File: src/include/bcc_pkg.sv
// Package of constants and types for the branch cache control block.
package bcc_pkg;
  // ****************************************
  // Control register
  // ****************************************
  localparam logic [7:0] CTRL_ADDR = 8'ha1;
  localparam logic [7:0] CTRL_RST  = 8'he6;
  localparam int         WREN_BIT  = 7;
  localparam int         RDEN_BIT  = 6;
  localparam int         PFEN_BIT  = 5;
  localparam int         FLSH_BIT  = 4;
  localparam int         RETI_BIT  = 3;
  localparam int         ISR_BIT   = 2;
  localparam int         MOVC_BIT  = 1;
  localparam int         BLKW_BIT  = 0;
  // ****************************************
  // Slots and lock pointer
  // ****************************************
  localparam int         SLOT_W       = 6;
  localparam logic [5:0] LOCK_PTR_RST = 6'h3f;
  localparam logic [5:0] SLOT_ZERO    = 6'h00;
  localparam logic [5:0] SLOT_ONE     = 6'h01;
  typedef enum logic [1:0] {
    BCC_UP   = 2'b01,
    BCC_DOWN = 2'b10
  } bcc_dir_t;
endpackage

File: src/include/bcc_vld_if.sv
// Interface between the cache control and the slot valid-bit store.
`timescale 1ns/100ps
interface bcc_vld_if #(parameter int SLOT_W = 6);
  logic              clear_all;
  logic              set_en;
  logic [SLOT_W-1:0] set_slot;
  logic              clr_en;
  logic [SLOT_W-1:0] clr_slot;
  logic              rd_en;
  logic [SLOT_W-1:0] rd_slot;
  logic              rd_valid;
  modport ctrl (output clear_all, set_en, set_slot, clr_en, clr_slot, rd_en, rd_slot,
                input  rd_valid);
  modport mem  (input  clear_all, set_en, set_slot, clr_en, clr_slot, rd_en, rd_slot,
                output rd_valid);
endinterface

File: src/hdl/bcc_valid_mem.sv
// Valid-bit store for the cache slots with a registered read port.
`timescale 1ns/100ps
module bcc_valid_mem #(
  parameter int SLOT_W = 6
) (
  input wire logic CLK,
  input wire logic NRST,
  bcc_vld_if.mem   vif
);
  localparam int SLOTS = 1 << SLOT_W;

  // The valid vector is a flat register, so very wide slot indices are refused.
  if (SLOT_W < 1 || SLOT_W > 8) begin : g_bad_slot_w
    $error("Slot index width must lie between 1 and 8.");
  end

  logic [SLOTS-1:0] valid;
  logic [SLOTS-1:0] next_valid;
  logic             next_rd_valid;
  logic             rd_valid_q;

  // ****************************************
  // Per-slot update
  // ****************************************
  // A fill write and an invalidate of the same slot may coincide; set wins over clear, clear_all over both.
  for (genvar i = 0; i < SLOTS; i++) begin : g_slot
    always_comb begin
      if (vif.clear_all) begin
        next_valid[i] = 1'b0;
      end else if (vif.set_en && vif.set_slot == SLOT_W'(i)) begin
        next_valid[i] = 1'b1;
      end else if (vif.clr_en && vif.clr_slot == SLOT_W'(i)) begin
        next_valid[i] = 1'b0;
      end else begin
        next_valid[i] = valid[i];
      end
    end
  end

  always_comb begin
    next_rd_valid = vif.rd_en ? valid[vif.rd_slot] : 1'b0;
  end

  always_ff @(posedge CLK or negedge NRST) begin
    if (!NRST) begin
      valid      <= '0;
      rd_valid_q <= 1'b0;
    end else begin
      valid      <= next_valid;
      rd_valid_q <= next_rd_valid;
    end
  end

  assign vif.rd_valid = rd_valid_q;
endmodule

File: src/hdl/bcc_top.sv
// Branch target cache control: control register, fill gating, lock pointer, hit gating.
`timescale 1ns/100ps
module bcc_top (
  input  wire logic       CLK,
  input  wire logic       NRST,
  input  wire logic [7:0] SFR_ADDR,
  input  wire logic       SFR_WR,
  input  wire logic       SFR_RD,
  input  wire logic [7:0] SFR_WDATA,
  output logic      [7:0] SFR_RDATA,
  input  wire logic       LOOKUP_REQ,
  input  wire logic [5:0] LOOKUP_SLOT,
  output logic            HIT_USE,
  input  wire logic       FILL_REQ,
  input  wire logic       FILL_IS_RETI,
  input  wire logic       FILL_IS_ISR,
  input  wire logic       FILL_IS_MOVC,
  input  wire logic       PUSH_REQ,
  input  wire logic       POP_REQ,
  input  wire logic       FLASH_INV,
  input  wire logic [5:0] FLASH_INV_SLOT,
  output logic            SLOT_WE,
  output logic      [5:0] SLOT_WSEL,
  output logic      [5:0] LOCK_POINTER,
  output logic            PREFETCH_EN,
  output logic            FLASH_BLOCK_WRITE
);
  localparam int SW = bcc_pkg::SLOT_W;

  bcc_vld_if #(.SLOT_W(SW)) vif ();

  bcc_valid_mem #(.SLOT_W(SW)) u_mem (
    .CLK  (CLK),
    .NRST (NRST),
    .vif  (vif)
  );

  // ****************************************
  // Control register
  // ****************************************
  logic [7:0] ctrl;
  logic [7:0] next_ctrl;
  logic       flush;
  logic       next_flush;
  logic [7:0] next_rdata;
  logic       ctrl_wr;

  assign ctrl_wr = SFR_WR && SFR_ADDR == bcc_pkg::CTRL_ADDR;

  always_comb begin
    next_ctrl  = ctrl;
    next_flush = 1'b0;
    if (ctrl_wr) begin
      next_ctrl                    = SFR_WDATA;
      next_ctrl[bcc_pkg::FLSH_BIT] = 1'b0;
      next_flush                   = SFR_WDATA[bcc_pkg::FLSH_BIT];
    end
    next_rdata = 8'h00;
    if (SFR_RD && SFR_ADDR == bcc_pkg::CTRL_ADDR) begin
      next_rdata = ctrl;
    end
  end

  always_ff @(posedge CLK or negedge NRST) begin
    if (!NRST) begin
      ctrl      <= bcc_pkg::CTRL_RST;
      flush     <= 1'b0;
      SFR_RDATA <= 8'h00;
    end else begin
      ctrl      <= next_ctrl;
      flush     <= next_flush;
      SFR_RDATA <= next_rdata;
    end
  end

  assign PREFETCH_EN       = ctrl[bcc_pkg::PFEN_BIT];
  assign FLASH_BLOCK_WRITE = ctrl[bcc_pkg::BLKW_BIT];

  // ****************************************
  // Fill eligibility and slot writes
  // ****************************************
  // Read enable takes no part here, so fills go on while hits are suppressed.
  logic fill_ok;
  assign fill_ok = FILL_REQ && ctrl[bcc_pkg::WREN_BIT]
                && (!FILL_IS_RETI || ctrl[bcc_pkg::RETI_BIT])
                && (!FILL_IS_ISR  || ctrl[bcc_pkg::ISR_BIT])
                && (!FILL_IS_MOVC || ctrl[bcc_pkg::MOVC_BIT]);

  logic [5:0]        lock_ptr;
  logic [5:0]        next_lock_ptr;
  logic [5:0]        victim;
  logic [5:0]        next_victim;
  bcc_pkg::bcc_dir_t dir;
  bcc_pkg::bcc_dir_t next_dir;
  logic              next_we;
  logic [5:0]        next_wsel;
  logic              do_push;
  logic              do_fill;
  logic [5:0]        vict_use;

  // Flush and flash invalidation own the cycle; a push beats a fill.
  assign do_push  = PUSH_REQ && !flush && !FLASH_INV;
  assign do_fill  = fill_ok && !flush && !FLASH_INV && !PUSH_REQ;
  // The pointer may have moved below the rebound position after a push.
  assign vict_use = (victim > lock_ptr) ? lock_ptr : victim;

  always_comb begin
    next_lock_ptr = lock_ptr;
    next_victim   = vict_use;
    next_dir      = dir;
    next_we       = 1'b0;
    next_wsel     = SLOT_WSEL;
    if (do_push) begin
      next_we   = 1'b1;
      next_wsel = lock_ptr;
      if (lock_ptr != bcc_pkg::SLOT_ZERO) begin
        next_lock_ptr = lock_ptr - bcc_pkg::SLOT_ONE;
      end
    end else if (do_fill) begin
      next_we   = 1'b1;
      next_wsel = vict_use;
      case (dir)
        bcc_pkg::BCC_UP: begin
          if (vict_use >= lock_ptr) begin
            next_dir    = bcc_pkg::BCC_DOWN;
            next_victim = (vict_use == bcc_pkg::SLOT_ZERO) ? vict_use
                          : vict_use - bcc_pkg::SLOT_ONE;
          end else begin
            next_victim = vict_use + bcc_pkg::SLOT_ONE;
          end
        end
        bcc_pkg::BCC_DOWN: begin
          if (vict_use == bcc_pkg::SLOT_ZERO) begin
            next_dir    = bcc_pkg::BCC_UP;
            next_victim = (lock_ptr == bcc_pkg::SLOT_ZERO) ? vict_use
                          : bcc_pkg::SLOT_ONE;
          end else begin
            next_victim = vict_use - bcc_pkg::SLOT_ONE;
          end
        end
        default: begin
          next_dir = bcc_pkg::BCC_UP;
        end
      endcase
    end
    // Pop only moves the pointer; slot contents stay valid.
    if (POP_REQ && !do_push && lock_ptr != bcc_pkg::LOCK_PTR_RST) begin
      next_lock_ptr = lock_ptr + bcc_pkg::SLOT_ONE;
    end
  end

  always_ff @(posedge CLK or negedge NRST) begin
    if (!NRST) begin
      lock_ptr  <= bcc_pkg::LOCK_PTR_RST;
      victim    <= bcc_pkg::SLOT_ZERO;
      dir       <= bcc_pkg::BCC_UP;
      SLOT_WE   <= 1'b0;
      SLOT_WSEL <= bcc_pkg::SLOT_ZERO;
    end else begin
      lock_ptr  <= next_lock_ptr;
      victim    <= next_victim;
      dir       <= next_dir;
      SLOT_WE   <= next_we;
      SLOT_WSEL <= next_wsel;
    end
  end

  assign LOCK_POINTER = lock_ptr;

  // ****************************************
  // Valid store and hit gating
  // ****************************************
  assign vif.clear_all = flush;
  assign vif.set_en    = SLOT_WE;
  assign vif.set_slot  = SLOT_WSEL;
  assign vif.clr_en    = FLASH_INV;
  assign vif.clr_slot  = FLASH_INV_SLOT;
  assign vif.rd_en     = LOOKUP_REQ;
  assign vif.rd_slot   = LOOKUP_SLOT;

  logic lookup_q;
  logic next_lookup_q;
  logic next_hit;

  always_comb begin
    next_lookup_q = LOOKUP_REQ;
    next_hit      = lookup_q && vif.rd_valid && ctrl[bcc_pkg::RDEN_BIT] && !flush;
  end

  always_ff @(posedge CLK or negedge NRST) begin
    if (!NRST) begin
      lookup_q <= 1'b0;
      HIT_USE  <= 1'b0;
    end else begin
      lookup_q <= next_lookup_q;
      HIT_USE  <= next_hit;
    end
  end

  // ****************************************
  // Checks
  // ****************************************
  a_wren_blocks_fill: assert property (@(posedge CLK) disable iff (!NRST)
    (!ctrl[bcc_pkg::WREN_BIT] && !PUSH_REQ) |=> !SLOT_WE)
    else $error("Slot written while cache writes disabled.");
  a_rden_blocks_hit: assert property (@(posedge CLK) disable iff (!NRST)
    !ctrl[bcc_pkg::RDEN_BIT] |=> !HIT_USE)
    else $error("Hit returned while cache reads disabled.");
  a_prefetch_follows: assert property (@(posedge CLK) disable iff (!NRST)
    ctrl_wr |=> PREFETCH_EN == $past(SFR_WDATA[bcc_pkg::PFEN_BIT]))
    else $error("Prefetch enable does not follow the written bit.");
  a_reti_gated: assert property (@(posedge CLK) disable iff (!NRST)
    (FILL_REQ && FILL_IS_RETI && !ctrl[bcc_pkg::RETI_BIT] && !PUSH_REQ) |=> !SLOT_WE)
    else $error("Return destination cached while disallowed.");
  a_isr_gated: assert property (@(posedge CLK) disable iff (!NRST)
    (FILL_REQ && FILL_IS_ISR && !ctrl[bcc_pkg::ISR_BIT] && !PUSH_REQ) |=> !SLOT_WE)
    else $error("Interrupt routine fetch cached while disallowed.");
  a_flush_clears: assert property (@(posedge CLK) disable iff (!NRST)
    (ctrl_wr && SFR_WDATA[bcc_pkg::FLSH_BIT]) |=> !ctrl[bcc_pkg::FLSH_BIT] ##1 !HIT_USE)
    else $error("Flush did not clear or bit reads back set.");
  a_movc_gated: assert property (@(posedge CLK) disable iff (!NRST)
    (FILL_REQ && FILL_IS_MOVC && !ctrl[bcc_pkg::MOVC_BIT] && !PUSH_REQ) |=> !SLOT_WE)
    else $error("Table read data cached while disallowed.");
  a_push_decrements: assert property (@(posedge CLK) disable iff (!NRST)
    (do_push && lock_ptr != bcc_pkg::SLOT_ZERO) |=>
      SLOT_WE && SLOT_WSEL == $past(lock_ptr) && lock_ptr == $past(lock_ptr) - 6'h01)
    else $error("Push did not write the pointed slot and decrement.");
  a_pop_increments: assert property (@(posedge CLK) disable iff (!NRST)
    (POP_REQ && !do_push && lock_ptr != bcc_pkg::LOCK_PTR_RST) |=>
      lock_ptr == $past(lock_ptr) + 6'h01)
    else $error("Pop did not increment the lock pointer.");
  a_fill_no_rden: assert property (@(posedge CLK) disable iff (!NRST)
    (do_fill && !ctrl[bcc_pkg::RDEN_BIT]) |=> SLOT_WE)
    else $error("Fill lost while cache reads disabled.");
  a_victim_unlocked: assert property (@(posedge CLK) disable iff (!NRST)
    do_fill |=> SLOT_WSEL <= $past(lock_ptr))
    else $error("Replacement chose a locked slot.");
endmodule

File: config.mk
export PLATFORM = sky130hd
export DESIGN_NAME = bcc_top
export DESIGN_NICKNAME = d
export VERILOG_FILES = /design/src/include/bcc_pkg.sv /design/src/include/bcc_vld_if.sv /design/src/hdl/bcc_valid_mem.sv /design/src/hdl/bcc_top.sv
export SDC_FILE = /design/constraint.sdc
export NUM_CORES = 1
export LEC_CHECK = 0
export BUFFER_PORTS_ARGS = -buffer_cell sky130_fd_sc_hd__buf_4
export CORE_MARGIN = 2
export CORE_UTILIZATION = 64
export DETAILED_ROUTE_END_ITERATION = 10
export PLACE_DENSITY_LB_ADDON = 0.3
export SYNTH_ARGS = -nofsm -noshare
export SYNTH_HDL_FRONTEND = slang
export SYNTH_SLANG_ARGS = --single-unit
File: constraint.sdc
create_clock -name CLK -period 6.2 [get_ports CLK]
set_clock_uncertainty 0.05 [all_clocks]
set_input_delay 1.24 -clock CLK [delete_from_list [all_inputs] [get_ports CLK]]
set_output_delay 1.24 -clock CLK [all_outputs]
set_load 0.005 [all_outputs]
==> summary.txt <==
GRT
  • Initial antenna violation count: 0
  • First-pass GRT wire length: 26.7 mm
  • Largest net degree at the start of global routing: a little under 70
  • Overflow after GRT: 0
  • Vias in the first global route: between 5000 and 6000
  • Global Route Usage Sum: ~34%

Pwr
  • Internal: between 1.5 and 2 mW
  • Combinational cell fraction of total power: between 50% and 60%
  • Sw Pwr: about 1.4 mW
  • Switching Share: approximately 44%
  • Clk pwr share: between 10% and 20%
  • LEAKAGE: about 2.8 nW
  • Sequential share of power: between 30% and 40%
  • Maximum VDD drop: around 0.31 mV
  • Cell Pwr Density: around 450 nW/µm²

Worst setup path
  • Max FO, Critical Path: 11
  • Reg2reg start: LOCK_POINTER[2]
  • End of the critical path: victim[4]
  • Internal reg-to-reg setup slack: between 1 and 1.5 ns
  • R2R cell count: 15
  • Critical path class: register to register
  • Critical Path RT: between 6 and 7 ns
  • Crit path from: LOCK_POINTER[2]
  • CP Launch Type: register
  • RR Endpoint: victim[4]
  • CP Capture Type: register
  • Arr. time, crit path: around 5.1 ns

Synth
  • Post-synthesis cell count: ~650
  • Register area share after synthesis: 42.5%
  • Main flop type after synthesis: dfrtp_1
  • Post-synth cell types: 71
  • Number of enable flip-flop cells after synthesis: 0
  • Register bit count reported by yosys: 103
  • Syn avg cell area: 9.36 µm²
  • Post-synth top area share: a little under two fifths
  • Synth warn: 0
  • Asr flop ratio synth: 100%
  • Area leader, netlist: dfrtp_1
  • Post-Syn Nets: roughly 700
  • Area of the mapped netlist: approximately 6100 µm²
  • Top cells by area, synth: dfrtp_1 (37%), o21ai_0 (7.3%), a21oi_1 (6.2%)

STA
  • WHS: between 0.4 and 0.5 ns
  • Final period util: between 70 and 80%
  • Worst-Margin Slew: approximately 1.3 ns
  • Max Slew Vio Count: 0
  • Max_slew headroom: approximately 16%
  • F_max: between 200 and 250 MHz
  • Hold Fails Final Rpt: 0
  • RSZ-0062 raised after global routing: no
  • Min Tclk post-route: roughly 4.8 ns
  • Setup violations, final: 0
  • Sum Neg Setup Slack: 0 ns

Clocking
  • Clock Pin Slew Worst Setup and Hold Paths: 0.10 ns
  • Postcts setup bufs: 0
  • CTS tree: yes
  • Sink Count: 103
  • Resized cells post-CTS: 0
  • CTS buffer count: 9
  • Post-CTS Hold Fix Bufs: 0
  • # H-tree levels: 3
  • Clock Path Buffers: 2
  • Clk Latency, worst-skew pair: between 0.3 and 0.4 ns
  • Root Buffer: clkbuf_8

Die
  • Core area: between 9000 and 10000 µm²
  • Total die area: about 10000 µm²
  • IO Pins: between 60 and 70
  • Rows: 35
  • Initial Utilization: between 60% and 70%
  • Die extent in x: 102 µm
  • Die height: approximately 100 µm

Routing
  • Detail Route Antenna Nets: 0
  • WL final: between 15 and 20 mm
  • Drt pass-1 iters: 6
  • Via density: ~6.6
  • Average wire per standard cell: just over 20 µm
  • Via count: about 5500
  • DRC: 0
  • Drt first-iter violations: 417

Job
  • Max-Cap Viols: 0

Layout
  • P&R area growth vs syn: 11.5%
  • Register area: around 2600 µm²
  • Post-layout util: approximately three quarters
  • Final nets: about 760
  • Commonest non-fill, non-tap cell in the layout: nand2_1
  • Most frequent cells in the layout: nand2_1 (98), dfrtp_1 (90), o21ai_0 (89), a21oi_1 (75), buf_4 (65)
  • Share of cells above drive strength 1: approximately 17%
  • Final instance area: 6800 µm²
  • Area of the multi-input gates: 3270 µm²
  • Antenna diodes: 0
  • Number of fill cells: 672
  • Final Non-Filler Cells: 831

Placement
  • Placed cell count: 815
  • Port buffer count: 62
  • HPWL after DPL: about 12 mm
  • DP Area: about 6600 µm²
  • Final Wtd Congestion: a little under 1

Hold path
  • HP Class: register to register
  • Worst hold start: ctrl[3]

Run status
  • Status: complete, no violations
[kinds of logic (layout without fill, tap and decap cells)]
| logic type | Yosys count | count (layout) | share of synthesized area (%) |
|---|---|---|---|
| other | 1 | 1 | 0.0615 |
| flip-flops | 103 | 103 | 42.5 |
| AND/OR/NAND/NOR | 208 | 208 | 16.3 |
| AO/OA/AOI/OAI | 224 | 224 | 21.3 |
| adder cells (fa/ha/maj) | 22 | 22 | 4.64 |
| buffers and inverters | 56 | 106 | 3.92 |
| XOR/XNOR | 5 | 5 | 0.718 |
| multiplexers | 33 | 33 | 10.6 |
[how the worst min path moves through the flow]
stage	to	cells past startpoint
detailed placement	SFR_RDATA[3]	1
CTS	SFR_RDATA[3]	1
floorplan	SFR_RDATA[3]	1
global route	dir[0]	1
finish	SFR_RDATA[3]	1
global placement	SFR_RDATA[3]	1
[registers in the layout (all words and copies together), names as in the netlist]
| signal | cells |
|---|---|
| ctrl | 7 |
| SLOT_WSEL | 6 |
| lookup_q | 1 |
| SFR_RDATA | 7 |
| dir | 2 |
| victim | 6 |
| SLOT_WE | 1 |
| flush | 1 |
| u_mem.vif.rd_valid | 1 |
| HIT_USE | 1 |
| u_mem.valid | 64 |
| LOCK_POINTER | 6 |
[per-stage QoR]
stage / total power, mW / worst slack (ns)
floorplan: 2.12 / 1.94
global placement: 2.55 / 1.74
detailed placement: 2.60 / 1.48
CTS: 3.01 / 1.45
global route: 3.26 / 1.03
finish: 3.05 / 1.35
[power groups by stage]
stage,sequential (mW),clock (mW),combinational [mW]
6_report,1.08,0.412,1.55
5_1_grt,1.10,0.441,1.72
4_1_cts,1.07,0.414,1.53
3_5_place_dp,1.08,0,1.52
3_3_place_gp,1.07,0,1.48
2_1_floorplan,0.995,0,1.12
[layer usage]
layer | wire length, µm | vias to the layer above | GRT usage [%]
met5 | 0 | - | 0
met4 | 418 | 0 | 13.6
met3 | 1880 | 56 | 7.52
met2 | 7810 | 358 | 52.2
met1 | 6700 | 2619 | 45.9
li1 | - | 2465 | -
[area by class of cell]
type                    instances  share of cell area (%)
clock buffers                   9                    1.82
well taps                     129                    2.37
inverters                      25                    1.38
multi-input cells             493                    48.1
flip-flops and latches        103                    38.1
clock inverters                 7                   0.957
repair buffers                 65                    7.18
[cells in the mapped netlist (3+ instances only)]
library cell  count
nand2b_1          7
nor2b_1           5
xnor2_1           3
nor3_1           11
and3_1            4
o211ai_1          5
mux4_1           13
and2_1           15
dfrtp_1          91
mux4_2            5
mux2i_1           4
inv_1            25
a21o_1           10
buf_2             4
a21oi_1          75
or2_2             4
a22oi_1           8
nand4_1           3
nand2_1          98
a31oi_1           5
nand3_1          17
a211oi_1          3
nor2_1           24
clkbuf_1         22
ha_1             21
o31ai_1           3
o21ai_0          89
mux2_2            9
dfstp_2          12
[critical path, stage by stage (launching register included)]
cell and delay, ns:
dfstp_2 0.67, inv_1 0.13, ha_1 0.31, and4_1 0.27, o21ai_2 0.11, nand3_1 0.25
nand2_1 0.35, mux2i_1 0.48, ha_1 0.31, nand2b_1 0.14, a31oi_1 0.28, o21ai_1 0.25
a21oi_1 0.40, or3_1 0.23, a2bb2o_4 0.23, a211o_1 0.26
Power figures use the tool's default switching activity.
